File: config.mk
export PLATFORM = sky130hd
export DESIGN_NAME = tss_sched
export DESIGN_NICKNAME = d
export VERILOG_FILES = /design/src/tss_fifo.v /design/src/tss_cs_detect.v /design/src/tss_sched.v
export VERILOG_INCLUDE_DIRS = /design/src
export SDC_FILE = /design/constraint.sdc
export NUM_CORES = 2
export LEC_CHECK = 0
export ABC_AREA = 0
export BUFFER_PORTS_ARGS = -buffer_cell sky130_fd_sc_hd__buf_2
export CELL_PAD_IN_SITES_DETAIL_PLACEMENT = 1
export CELL_PAD_IN_SITES_GLOBAL_PLACEMENT = 1
export CORE_AREA = 3 3 396 398
export DETAILED_ROUTE_END_ITERATION = 10
export DIE_AREA = 0 0 399 401
export GPL_ROUTABILITY_DRIVEN = 0
export PLACE_DENSITY_LB_ADDON = 0.1
export SYNTH_ARGS = -nofsm -noshare
export SYNTH_HDL_FRONTEND = slang
export SYNTH_SLANG_ARGS = --single-unit
File: constraint.sdc
create_clock -name clock_i -period 4.8 [get_ports clock_i]
set_input_delay 0.96 -clock clock_i [delete_from_list [all_inputs] [get_ports clock_i]]
set_output_delay 0.96 -clock clock_i [all_outputs]
set_load 0.05 [all_outputs]
File: src/tss_map.vh
// constants for the time-slot switch memory scheduler
`ifndef TSS_MAP_VH
`define TSS_MAP_VH
`define TSS_RCL_LAST 3'h7
`define TSS_RCL_PCM_A 3'h0
`define TSS_RCL_PCM_B 3'h4
`define TSS_RCL_PCM_C 3'h7
`define TSS_RCL_SUB_RD_A 3'h5
`define TSS_RCL_SUB_RD_B 3'h6
`define TSS_RCL_SUB_WR_A 3'h1
`define TSS_RCL_SUB_WR_B 3'h3
`define TSS_MODE_0 2'h0
`define TSS_MODE_1 2'h1
`define TSS_MODE_2 2'h2
`define TSS_CODE_UNASSIGNED 4'h0
`define TSS_CODE_PREPROC 4'h8
`define TSS_SLOT_LAST 5'h1f
`define TSS_FIFO_DEPTH 16
`endif

File: src/tss_fifo.v
// parameterised flip-flop fifo with valid/ready on both sides
`timescale 1ns/1ps
module tss_fifo #(
  parameter WIDTH = 8,
  parameter DEPTH = 16,
  parameter AW = 4
) (
  // clock and reset
  input wire clock_i,
  input wire reset_i,
  // fill side
  input wire in_valid_i,
  output wire in_ready_o,
  input wire [WIDTH-1:0] in_data_i,
  // drain side
  output wire out_valid_o,
  input wire out_ready_i,
  output wire [WIDTH-1:0] out_data_o
);
  reg [WIDTH-1:0] mem [0:DEPTH-1];
  reg [AW-1:0] wr_ptr;
  reg [AW-1:0] rd_ptr;
  reg [AW:0] count;
  wire do_wr = in_valid_i && in_ready_o;
  wire do_rd = out_valid_o && out_ready_i;
  assign in_ready_o = (count != DEPTH[AW:0]);
  assign out_valid_o = (count != {(AW+1){1'b0}});
  assign out_data_o = mem[rd_ptr];
  always @(posedge clock_i) begin
    if (do_wr) begin
      mem[wr_ptr] <= in_data_i;
    end
  end
  always @(posedge clock_i) begin
    if (reset_i) begin
      wr_ptr <= {AW{1'b0}};
      rd_ptr <= {AW{1'b0}};
      count <= {(AW+1){1'b0}};
    end else begin
      if (do_wr) begin
        wr_ptr <= (wr_ptr == DEPTH[AW-1:0] - 1'b1) ? {AW{1'b0}} : wr_ptr + 1'b1;
      end
      if (do_rd) begin
        rd_ptr <= (rd_ptr == DEPTH[AW-1:0] - 1'b1) ? {AW{1'b0}} : rd_ptr + 1'b1;
      end
      if (do_wr && !do_rd) begin
        count <= count + 1'b1;
      end else if (do_rd && !do_wr) begin
        count <= count - 1'b1;
      end
    end
  end
endmodule

File: src/tss_cs_detect.v
// change detector for upstream control/signalling channels
`timescale 1ns/1ps
module tss_cs_detect #(
  parameter SLOTS = 32,
  parameter SW = 5,
  parameter DW = 8
) (
  // clock and reset
  input wire clock_i,
  input wire reset_i,
  // sample of one upstream slot
  input wire sample_i,
  input wire [SW-1:0] slot_i,
  input wire [DW-1:0] data_i,
  // change report
  output reg change_o,
  output reg [SW-1:0] change_slot_o
);
  // last value per slot; flip-flops indexed by slot
  reg [DW-1:0] last [0:SLOTS-1];
  reg [SLOTS-1:0] seen;
  always @(posedge clock_i) begin
    if (sample_i) begin
      last[slot_i] <= data_i;
    end
  end
  always @(posedge clock_i) begin
    if (reset_i) begin
      seen <= {SLOTS{1'b0}};
      change_o <= 1'b0;
      change_slot_o <= {SW{1'b0}};
    end else begin
      change_o <= 1'b0;
      if (sample_i) begin
        seen[slot_i] <= 1'b1;
        // first sample of a slot after reset only primes the history
        if (seen[slot_i] && last[slot_i] != data_i) begin
          change_o <= 1'b1;
          change_slot_o <= slot_i;
        end
      end
    end
  end
endmodule

File: src/tss_sched.v
// data-memory access scheduler with preprocessed channel support
`timescale 1ns/1ps
`include "tss_map.vh"
// Overview of operation
// - downstream pcm writes start after slot 2n, 4n or 8n per pcm mode
// - downstream pcm writes only in reference periods 0, 4 and 7
// - period at start of the pcm write block is not a valid write
// - subscriber downstream data for slots 2n+4 and 2n+5 fetched in odd slot 2n+1, same lead in every subscriber mode
// - subscriber downstream reads happen in reference periods 5 and 6
// - subscriber reads alternate even slot line 0 with odd slots per line
// - upstream subscriber writes begin with line 0 at start of slot 2n
// - subscriber upstream writes happen in reference periods 1 and 3
// - pcm upstream data fetched ahead per pcm mode block size
// - pcm upstream reads happen in reference periods 0, 4 and 7
// - period at start of slot 2n+1, 4n+2, 8n+4 is not valid
// - pcm upstream read lines split in mode 1 only, modes 0 and 2 stay on line 0
// - read after write switches same frame, else previous frame data
// - each subscriber slot can be a preprocessed channel to the cpu
// - monitor handler uses 16-byte fifo, one selected slot at a time
// - control/signalling via control memory, upstream changes raise interrupt
// - control memory reset sets all slots to unassigned code 0000
// - preprocessed channels may be set up during normal operation
// - frame carries 32 slots, b channels in 4k and 4k+1
// - each slot pair configurable per direction
module tss_sched #(
  parameter SLOTS = 32,
  parameter SW = 5,
  parameter DW = 8
) (
  // clock, reset, framing
  input wire clock_i,
  input wire reset_i,
  input wire frame_i,
  input wire ref_tick_i,
  // modes
  input wire [1:0] pcm_mode_i,
  input wire [1:0] sub_mode_i,
  input wire pcm_sync_i,
  // pcm side data
  input wire [DW-1:0] pcm_rx_data_i,
  output reg [DW-1:0] pcm_tx_data_o,
  output reg [1:0] pcm_transmit_line_o,
  output reg pcm_tx_valid_o,
  // subscriber side data
  input wire [DW-1:0] sub_rx_data_i,
  output reg [DW-1:0] sub_tx_data_o,
  output reg [1:0] subscriber_downstream_line_o,
  output reg sub_tx_valid_o,
  output reg [1:0] subscriber_upstream_line_o,
  // control memory access
  input wire cm_reset_i,
  input wire cm_wr_i,
  input wire cm_up_i,
  input wire [SW-1:0] cm_slot_i,
  input wire [3:0] cm_code_i,
  input wire [DW-1:0] cm_data_i,
  output reg [DW-1:0] cm_rd_data_o,
  output reg cm_busy_o,
  // monitor handler
  input wire [SW-1:0] mon_slot_i,
  input wire mon_rd_ready_i,
  output reg [DW-1:0] mon_rd_data_o,
  output reg mon_rd_valid_o,
  output reg mon_full_o,
  // change detection
  output reg cs_change_o,
  output reg [SW-1:0] cs_change_slot_o,
  // state
  output reg [2:0] ref_period_o,
  output reg [SW-1:0] slot_o
);
  // one-frame data memories, downstream and upstream
  reg [DW-1:0] dm_down [0:SLOTS-1];
  reg [DW-1:0] dm_up [0:SLOTS-1];
  reg [3:0] cm_code_dn [0:SLOTS-1];
  reg [3:0] cm_code_upm [0:SLOTS-1];
  reg [DW-1:0] cm_val [0:SLOTS-1];
  reg [2:0] ref_period;
  reg [SW-1:0] slot;
  reg [SW:0] cm_clr;
  reg [2:0] step;
  wire [2:0] next_ref_period = ref_period + 3'h1;
  integer i;
  // block start per pcm mode
  wire pcm_blk_start = (pcm_mode_i == `TSS_MODE_0) ? (slot[0] == 1'b0) :
                       (pcm_mode_i == `TSS_MODE_1) ? (slot[1:0] == 2'h0) :
                       (slot[2:0] == 3'h0);
  wire pcm_up_start = (pcm_mode_i == `TSS_MODE_0) ? (slot[0] == 1'b1) :
                      (pcm_mode_i == `TSS_MODE_1) ? (slot[1:0] == 2'h2) :
                      (slot[2:0] == 3'h4);
  wire pcm_period = (ref_period == `TSS_RCL_PCM_A) || (ref_period == `TSS_RCL_PCM_B) ||
                    (ref_period == `TSS_RCL_PCM_C);
  wire first_period = (ref_period == `TSS_RCL_PCM_A);
  wire pcm_wr_ok = pcm_sync_i && pcm_period && !(pcm_blk_start && first_period);
  wire pcm_rd_ok = pcm_sync_i && pcm_period && !(pcm_up_start && first_period);
  wire sub_rd = (ref_period == `TSS_RCL_SUB_RD_A) || (ref_period == `TSS_RCL_SUB_RD_B);
  wire sub_wr = (ref_period == `TSS_RCL_SUB_WR_A) || (ref_period == `TSS_RCL_SUB_WR_B);
  // subscriber fetch lead per mode: 3, 3 and 3 slots ahead of the odd trigger
  wire [SW-1:0] sub_lead = (sub_mode_i == `TSS_MODE_0) ? 5'h3 :
                           (sub_mode_i == `TSS_MODE_1) ? 5'h3 : 5'h3;
  wire [SW-1:0] sub_rd_slot = slot + sub_lead + {4'h0, ref_period == `TSS_RCL_SUB_RD_B};
  // pcm fetch distance per mode
  wire [SW-1:0] pcm_lead = (pcm_mode_i == `TSS_MODE_0) ? 5'h4 :
                           (pcm_mode_i == `TSS_MODE_1) ? 5'h7 : 5'hd;
  wire [SW-1:0] pcm_rd_slot = slot + pcm_lead;
  wire [SW-1:0] up_wr_slot = {slot[SW-1:1], ref_period == `TSS_RCL_SUB_WR_B};
  // monitor fifo
  wire mon_in_ready;
  wire mon_take = ref_tick_i && sub_wr && (up_wr_slot == mon_slot_i) && !mon_slot_i[0] &&
                  (cm_code_upm[up_wr_slot] != `TSS_CODE_UNASSIGNED);
  wire mon_out_valid;
  wire [DW-1:0] mon_out_data;
  wire cs_sample = ref_tick_i && sub_wr && up_wr_slot[0] &&
                   (cm_code_upm[up_wr_slot] != `TSS_CODE_UNASSIGNED);
  wire cs_chg;
  wire [SW-1:0] cs_slot;
  tss_fifo #(.WIDTH(DW), .DEPTH(`TSS_FIFO_DEPTH), .AW(4)) u_mon_fifo (
    .clock_i(clock_i),
    .reset_i(reset_i),
    .in_valid_i(mon_take),
    .in_ready_o(mon_in_ready),
    .in_data_i(sub_rx_data_i),
    .out_valid_o(mon_out_valid),
    .out_ready_i(mon_rd_ready_i && !mon_rd_valid_o),
    .out_data_o(mon_out_data)
  );
  tss_cs_detect #(.SLOTS(SLOTS), .SW(SW), .DW(DW)) u_cs (
    .clock_i(clock_i),
    .reset_i(reset_i),
    .sample_i(cs_sample),
    .slot_i(up_wr_slot),
    .data_i(sub_rx_data_i),
    .change_o(cs_chg),
    .change_slot_o(cs_slot)
  );
  // reference period and slot counters
  always @(posedge clock_i) begin
    if (reset_i || frame_i) begin
      ref_period <= 3'h0;
      slot <= {SW{1'b0}};
      step <= 3'h0;
    end else if (ref_tick_i) begin
      ref_period <= next_ref_period;
      if (ref_period == `TSS_RCL_LAST) begin
        slot <= (slot == `TSS_SLOT_LAST) ? {SW{1'b0}} : slot + 5'h1;
        if (slot[0]) begin
          step <= step + 3'h1;
        end
      end
    end
  end
  // data memory ports: pcm owns 0/4/7, subscriber writes 1/3, reads 5/6
  always @(posedge clock_i) begin
    if (ref_tick_i && pcm_wr_ok) begin
      dm_down[slot] <= pcm_rx_data_i;
    end
    if (ref_tick_i && sub_wr && cm_code_upm[up_wr_slot] == `TSS_CODE_UNASSIGNED) begin
      dm_up[up_wr_slot] <= sub_rx_data_i;
    end
  end
  // control memory with reset walk and live writes
  always @(posedge clock_i) begin
    if (cm_clr != {(SW+1){1'b0}}) begin
      cm_code_dn[cm_clr[SW-1:0]] <= `TSS_CODE_UNASSIGNED;
      cm_code_upm[cm_clr[SW-1:0]] <= `TSS_CODE_UNASSIGNED;
      // data field cleared too so a read after the walk is never unknown
      cm_val[cm_clr[SW-1:0]] <= {DW{1'b0}};
    end else if (cm_wr_i) begin
      // code set per slot and direction, data field shared by both directions; ignored during the walk
      if (cm_up_i) begin
        cm_code_upm[cm_slot_i] <= cm_code_i;
      end else begin
        cm_code_dn[cm_slot_i] <= cm_code_i;
      end
      cm_val[cm_slot_i] <= cm_data_i;
    end
  end
  always @(posedge clock_i) begin
    if (reset_i) begin
      cm_clr <= {(SW+1){1'b0}};
      cm_busy_o <= 1'b0;
    end else if (cm_reset_i && cm_clr == {(SW+1){1'b0}}) begin
      cm_clr <= {1'b1, {SW{1'b0}}};
      cm_busy_o <= 1'b1;
    end else if (cm_clr != {(SW+1){1'b0}}) begin
      // walk from slot 0 up; low bits wrap the index
      cm_clr <= (cm_clr[SW-1:0] == `TSS_SLOT_LAST) ? {(SW+1){1'b0}} : cm_clr + 6'h1;
      cm_busy_o <= (cm_clr[SW-1:0] != `TSS_SLOT_LAST);
    end
  end
  // output registers
  always @(posedge clock_i) begin
    if (reset_i) begin
      pcm_tx_data_o <= {DW{1'b0}};
      pcm_transmit_line_o <= 2'h0;
      pcm_tx_valid_o <= 1'b0;
      sub_tx_data_o <= {DW{1'b0}};
      subscriber_downstream_line_o <= 2'h0;
      sub_tx_valid_o <= 1'b0;
      subscriber_upstream_line_o <= 2'h0;
      cm_rd_data_o <= {DW{1'b0}};
      mon_rd_data_o <= {DW{1'b0}};
      mon_rd_valid_o <= 1'b0;
      mon_full_o <= 1'b0;
      cs_change_o <= 1'b0;
      cs_change_slot_o <= {SW{1'b0}};
      ref_period_o <= 3'h0;
      slot_o <= {SW{1'b0}};
    end else begin
      pcm_tx_valid_o <= 1'b0;
      sub_tx_valid_o <= 1'b0;
      ref_period_o <= ref_period;
      slot_o <= slot;
      mon_full_o <= !mon_in_ready;
      cs_change_o <= cs_chg;
      cs_change_slot_o <= cs_slot;
      cm_rd_data_o <= cm_val[cm_slot_i];
      if (mon_rd_valid_o) begin
        mon_rd_valid_o <= 1'b0;
      end else if (mon_out_valid && mon_rd_ready_i) begin
        mon_rd_valid_o <= 1'b1;
        mon_rd_data_o <= mon_out_data;
      end
      if (ref_tick_i && pcm_rd_ok) begin
        // whatever is in memory now: this frame if written already, else last
        pcm_tx_data_o <= dm_up[pcm_rd_slot];
        pcm_tx_valid_o <= 1'b1;
        // mode 1 sends reads in slot 4n+3 to line 2, every other read goes to line 0
        if (pcm_mode_i == `TSS_MODE_2) begin
          pcm_transmit_line_o <= 2'h0;
        end else begin
          pcm_transmit_line_o <= {pcm_up_start ^ slot[pcm_mode_i == `TSS_MODE_0 ? 0 : 1], 1'b0};
        end
      end
      if (ref_tick_i && sub_rd && slot[0]) begin
        if (cm_code_dn[sub_rd_slot] == `TSS_CODE_PREPROC) begin
          sub_tx_data_o <= cm_val[sub_rd_slot];
        end else begin
          sub_tx_data_o <= dm_down[sub_rd_slot];
        end
        sub_tx_valid_o <= 1'b1;
        // even reads go to line 0, odd reads walk lines per mode
        if (ref_period == `TSS_RCL_SUB_RD_A) begin
          subscriber_downstream_line_o <= 2'h0;
        end else if (sub_mode_i == `TSS_MODE_0) begin
          subscriber_downstream_line_o <= step[1:0];
        end else if (sub_mode_i == `TSS_MODE_1) begin
          subscriber_downstream_line_o <= {1'b0, step[0]};
        end else begin
          subscriber_downstream_line_o <= 2'h0;
        end
      end
      if (ref_tick_i && sub_wr) begin
        subscriber_upstream_line_o <= 2'h0;
      end
    end
  end
endmodule

# After elaboration in Yosys (flattened, before gate mapping)
# Memories as Yosys holds them, arrays and structs flattened. A register that Yosys moved wholly into a read port is not among the register bits.
# Cells that the tools add are included.
[word_totals]
out_inout_bits = 57
memories = 7
elab_cells = 191
ff_bits = 99
ramBits = 1408
[memory_table]
columns = ["name", "depth", "width", "rd", "rd_ports_with_merged_regs", "write_ports", "line", "rtl"]
rows = [
  ["cm_val", 32, 8, 2, 1, 1, "tss_sched.v:77", "reg [DW-1:0] cm_val [0:SLOTS-1];"],
  ["dm_down", 32, 8, 1, 0, 1, "tss_sched.v:73", "reg [DW-1:0] dm_down [0:SLOTS-1];"],
  ["dm_up", 32, 8, 1, 1, 1, "tss_sched.v:74", "reg [DW-1:0] dm_up [0:SLOTS-1];"],
  ["u_cs.last", 32, 8, 1, 0, 1, "tss_cs_detect.v:20", "reg [DW-1:0] last [0:SLOTS-1];"],
  ["cm_code_dn", 32, 4, 1, 0, 1, "tss_sched.v:75", "reg [3:0] cm_code_dn [0:SLOTS-1];"],
  ["cm_code_upm", 32, 4, 1, 0, 1, "tss_sched.v:76", "reg [3:0] cm_code_upm [0:SLOTS-1];"],
  ["1 more memories", "-", "-", "-", "-", "-", "-", ""],
]
[op_classes]
n_reduce_logical = 59
n_lt_le_gt_ge = 3
n_mux = 63
n_bitwise = 5
add_sub_neg = 11
n_eq_ne = 20
[op_table]
columns = ["op", "n"]
rows = [
  ["$mux 1", 40],
  ["$or 32x32->32", 1],
  ["$mux 5", 6],
  ["$logic_and 1x1->1", 25],
  ["$mux 4", 6],
  ["$mux 6", 3],
  ["$mux 8", 2],
  ["$eq 3x3->1 const B", 5],
  ["$eq 4x4->1 const B", 3],
  ["$add 5x1->5 const B", 2],
  ["$eq 5x5->1 const B", 2],
  ["$ne 5x5->1 const B", 2],
  ["$add 4x1->4 const B", 2],
  ["$ne 8x8->1", 1],
  ["$reduce_or 4->1", 2],
  ["$reduce_or 8->1", 1],
  ["$logic_not 1->1", 7],
  ["$add 3x1->3 const B", 2],
  ["$add 6x1->6 const B", 1],
  ["$logic_not 2->1", 3],
  ["$logic_not 3->1", 2],
  ["$logic_not 6->1", 1],
  ["$lt 5x6->1 const B", 1],
  ["$mux 2", 3],
  ["other kinds (25)", 38],
]

# Logic depth before layout (Yosys ltp)
[logic_depth]
depth_word = 11
ltp_mapped = 19

# By module
# Synthesis repeated with hierarchy kept, for this count alone.
[unflattened]
hier_cells = 3276
area_unflattened_um2 = 61471.5
[by_module_without_submodules]
columns = ["mod", "seq_area_each_um2", "instances", "cells_per_inst", "area_each_um2"]
rows = [
  ["tss_sched", 32150.8, 1, 2241, 44063.5],
  ["tss_cs_detect", 8448.1, 1, 724, 11636.2],
  ["tss_fifo", 4184.0, 1, 311, 5771.8],
]

# Worst setup path before layout
# Ideal clock, no wire load.
[synth_timing]
kind = "input to register"
start = "input pcm_mode_i[1]"
end = "register pcm_tx_data_o[4], read port of dm_up"
path_slack_ps = 1042
arrival_time_ps = 3621
n_path_buf = 2
cell_stages = 9
required_time_ps = 4663
cell_sequence = "or2_2 ha_1 fa_1 buf_1 clkbuf_1 mux4_2 mux4_1 mux2i_1 a211oi_1"
[synth_via]
elab_chain_len = 7
word_cells_on_any_way = 11
cone_classes = "add/sub: 1; eq/ne: 1; mux: 4; reduce/logical: 5"
[synth_lines]
columns = ["element", "line", "rtl"]
rows = [
  ["from (decl)", "tss_sched.v:36", "input wire [1:0] pcm_mode_i,"],
  ["branches (longest 7 deep; another with $add 5x4->5)", "-", ""],
  ["to (decl)", "tss_sched.v:41", "output reg [DW-1:0] pcm_tx_data_o,"],
]
# Parallel ways; which one is timed is not known.
# A chain may end at the register's enable or synchronous reset.

# Worst setup path after layout
[layout_timing]
start = "register ref_period[0]"
end = "memory u_cs.last[1][4] (enable)"
[layout_via]
elab_chain_len = 7
word_cells_on_any_way = 10
cone_classes = "eq/ne: 2; mux: 2; reduce/logical: 5; memory: 1"
[layout_lines]
columns = ["element", "line", "rtl"]
rows = [
  ["from (decl)", "tss_sched.v:78", "reg [2:0] ref_period;"],
  ["from (signal assigned)", "tss_sched.v:143", "ref_period <= next_ref_period;"],
  ["$eq 3x2->1 (no line) *", "-", ""],
  ["named net u_cs.slot_i[0]", "tss_cs_detect.v:13", "input wire [SW-1:0] slot_i,"],
  ["branches (longest 6 deep; another with $mem_v2 32x4)", "-", ""],
  ["to (decl)", "tss_cs_detect.v:20", ""],
]
# Mark *: on every way through the listed nets, which the timed path passes.

==> flow_summary.toml <==
[run_status]
status = "finished clean"

[yosys]
synth_xor_area_share_pct = 0.501
synth_edf_count = 1408
syn_inst = 3214
syn-mean-instance-area_um2 = 19.0
synth_cell_type_count = 78
seq_area_frac_synth_pct = 73.0
yosys.area_share.adder_pct = 0.638
synth_top_area_share_pct = 69.1
async_flop_share_pct = 0
synth_area_mm2 = 0.0612
ys_warn_count = 0
synthFlopType = "edfxtp_1"
ys_top_cells_by_area = "edfxtp_1 69%, mux4_2 14%, dfxtp_1 4.0%"
synth.area.mux_share_pct = 16.5
synth_compound_area_share_pct = 2.45
ys_ff_latch = 1529
yosys.area_share.simple_pct = 5.36
yosys.area.top_type = "edfxtp_1"
synth_top_family_by_area = "multiplexers"

[global_routing]
antenna_found_initial = 7
grt_usage_pct = 20.6
grt_max_degree = 81
grt_first_pass_wirelength_mm = 239
overflow = 0
grt_pass1_vias = 34100

[timing]
tns_ns = 0
fin_ws_ns = 0.699
min_period_over_period_pct = 85.4
worst_slew_pin_slew_ns = 1.25
grt_setup_unrepaired = "no"
finalSetupViolCount = 0
finalMaxSlewViolations = 0
max_clock_freq_mhz = 244
min_period_ns = 4.10
slew_headroom_pct = 16.4
finalClockSkew_ns = 0.0227
finalHoldViolations = 0

[routing]
via_per_inst = 5.54
routed.top_layer = "met5"
finalWirelength_mm = 165
firstDrtPassIters = 5
avgRoutedWirePerCell_um = 28.5
dr.first_iter.drc_count = 2874
met2_wirelength_mm = 79.6
final_antenna_net_count = 0
dr_wl_met3_mm = 8.64
drcViolationCount = 0
route.layer.met1.wl_mm = 72.5
vias = 32100

[worst_setup_path]
path_cells = "ha_1, ha_4, nor3_1, a221oi_1, nor3_1, a311oi_1, a211oi_2, buf_4, nor2b_1, nand2_1, nor2_1"
path_depth = 11
arrival_ns = 4.49
critPathLaunchType = "flip-flop"
reg2reg_slack_ns = 0.70
crit_required_ns = 5.19
cpLargestDelayFamily = "simple AND/OR/NAND/NOR gates"
r2r_start = "ref_period[0]"
setup.worst_path.class = "reg2reg"
r2r_cells = 11
r2r_end = "u_cs.last[1][4]"
crit_path_end_kind = "flip-flop"
critPathSlowestCell = "nor2_1"
path_max_fanout = 23
cp_slowest_stage_delay_ns = 0.86
critPathBufInv = 1
crit_path_frequent_cell = "nor3_1"

[hold_path]
min_to = "u_cs.seen[11]"
hp-start = "u_cs.seen[11]"
hp-class = "reg2reg"
min_delay_path_depth = 2

[clocking]
cts-root-buf = "clkbuf_16"
clk_latency_ns = 0.79
clk_pin_slew_ns = 0.06
clock-sinks = 1529
cts_tree = "done"
cts_buffers = 165
cts_setup_buffers = 0
cts_resized = 0
cts_htree_levels = 4
cts_buffer_depth = 3
ctsHoldBuffers = 0

[final_layout]
multi_input_area_mm2 = 0.0162
fillers = 14400
drive_above_1_share_pct = 24.6
fin_cells = 5789
layout_common_cells = "1,408 x edfxtp_1, 367 x mux4_2, 286 x nor2_1"
fin_nets = 3680
seq_area_mm2 = 0.0447
layout_commonest_cell = "edfxtp_1"
syn_to_final_growth_pct = 15.7
design_area_mm2 = 0.0709

[place]
place_hpwl_mm = 108
dpl_worst_slack_ns = 0.623
port-buffer-count = 104
dp_cells = 5476
dpl_cell_area_mm2 = 0.0655

[floorplanning]
die_width_um = 399
die_h_um = 401
num_rows = 144
start_util_pct = 39.8
io_pins = 108
core_area_mm2 = 0.154
dieArea_mm2 = 0.160

[run]
cap_violations = 0

[pwr]
max-vdd-ir-drop_v = 0.000351
power_density_mw_per_mm2 = 428
p_leak_nw = 22.7
## worst min-delay path, cell delays in order (launching register included)
cell	delay (ns)
dfxtp_1	0.31
inv_1	0.05
a21oi_1	0.05
## per-stage QoR
| stage | utilization [%] | power [mW] | hold slack [ns] |
|---|---|---|---|
| 2_1_floorplan | - | 16.9 | 0.414 |
| 3_3_place_gp | 42.6 | 17.9 | 0.431 |
| 3_5_place_dp | 42.6 | 18.0 | 0.445 |
| 4_1_cts | 46.1 | 30.7 | 0.429 |
| 5_1_grt | 46.1 | 31.4 | 0.468 |
| 6_report | 46.1 | 30.3 | 0.451 |
## flip-flops by register name (all words and copies together) (netlist names), 5 cells and up
| signal | count |
|---|---|
| cm_clr | 6 |
| slot | 5 |
| slot_o | 5 |
| cs_change_slot_o | 5 |
| u_mon_fifo.mem | 128 |
| cm_rd_data_o | 8 |
| u_cs.change_slot_o | 5 |
| sub_tx_data_o | 8 |
| dm_down | 256 |
| mon_rd_data_o | 8 |
| cm_val | 256 |
| u_cs.last | 256 |
| u_cs.seen | 32 |
| pcm_tx_data_o | 8 |
| dm_up | 256 |
| cm_code_dn | 128 |
| cm_code_upm | 128 |
| u_mon_fifo.count | 5 |
## kinds of logic (layout without fill, tap and decap cells)
logic type      Yosys count  after routing
compound gates          221            221
xor+xnor                 32             32
fa+ha+maj                30             30
buf+inv                 210            607
flops                  1529           1529
mux                     540            540
other cells               1            135
simple gates            651            651
## layer usage
layer / track usage, % / up-vias
met4: 5.68 / 2
met5: 0 / -
li1: - / 13700
met1: 28.8 / 17200
met3: 3.90 / 250
met2: 33.2 / 917
## Yosys cell counts (4+ instances only)
cell type,count
a31oi_1,6
and4bb_2,5
mux2i_1,163
and3_1,15
mux4_2,367
a21oi_1,60
and2_1,11
o21ai_0,14
a21o_1,6
a22oi_1,74
nor4_1,27
nand3_1,28
edfxtp_1,1408
xor2_1,7
buf_4,15
nand4_1,25
a211oi_1,20
nor4b_1,29
mux2_1,4
inv_1,32
dfxtp_1,121
nor3b_1,4
nand2_1,109
buf_1,23
nand3b_1,11
ha_1,28
a2bb2oi_1,6
o21ai_1,9
nor3_1,23
mux4_1,6
clkbuf_1,106
buf_6,7
nor2_1,286
nor2b_1,36
buf_2,22
and4b_1,5
nand2b_1,10
xnor2_1,23
## worst max-delay path by stage
| stage | slack (ns) | start | end |
|---|---|---|---|
| floorplan | 1.04 | pcm_mode_i[1] | pcm_tx_data_o[4] |
| global placement | 0.60 | ref_period[0] | u_cs.last[1][2] |
| detailed placement | 0.62 | ref_period[0] | u_cs.last[1][6] |
| CTS | 0.60 | ref_period[1] | u_cs.last[1][4] |
| global route | 0.43 | ref_period[2] | u_cs.last[1][4] |
| finish | 0.70 | ref_period[0] | u_cs.last[1][4] |
## cell type report
cell class,count,share of cell area (%)
repair buffers,262,2.66
multi-input cells,1605,22.8
well taps,2044,3.61
clock buffers,194,6.00
flip-flops and latches,1529,63.1
clock inverters,115,1.61
diodes,4,0.0141
inverters,36,0.191
## where the power goes
group	internal [mW]	switching, mW	total, mW
Clock	7.30	5.35	12.6
Sequential	15.1	0.213	15.3
Combinational	0.807	1.59	2.40
Total	23.2	7.15	30.3
No activity file was read; power rests on OpenSTA's default activity.
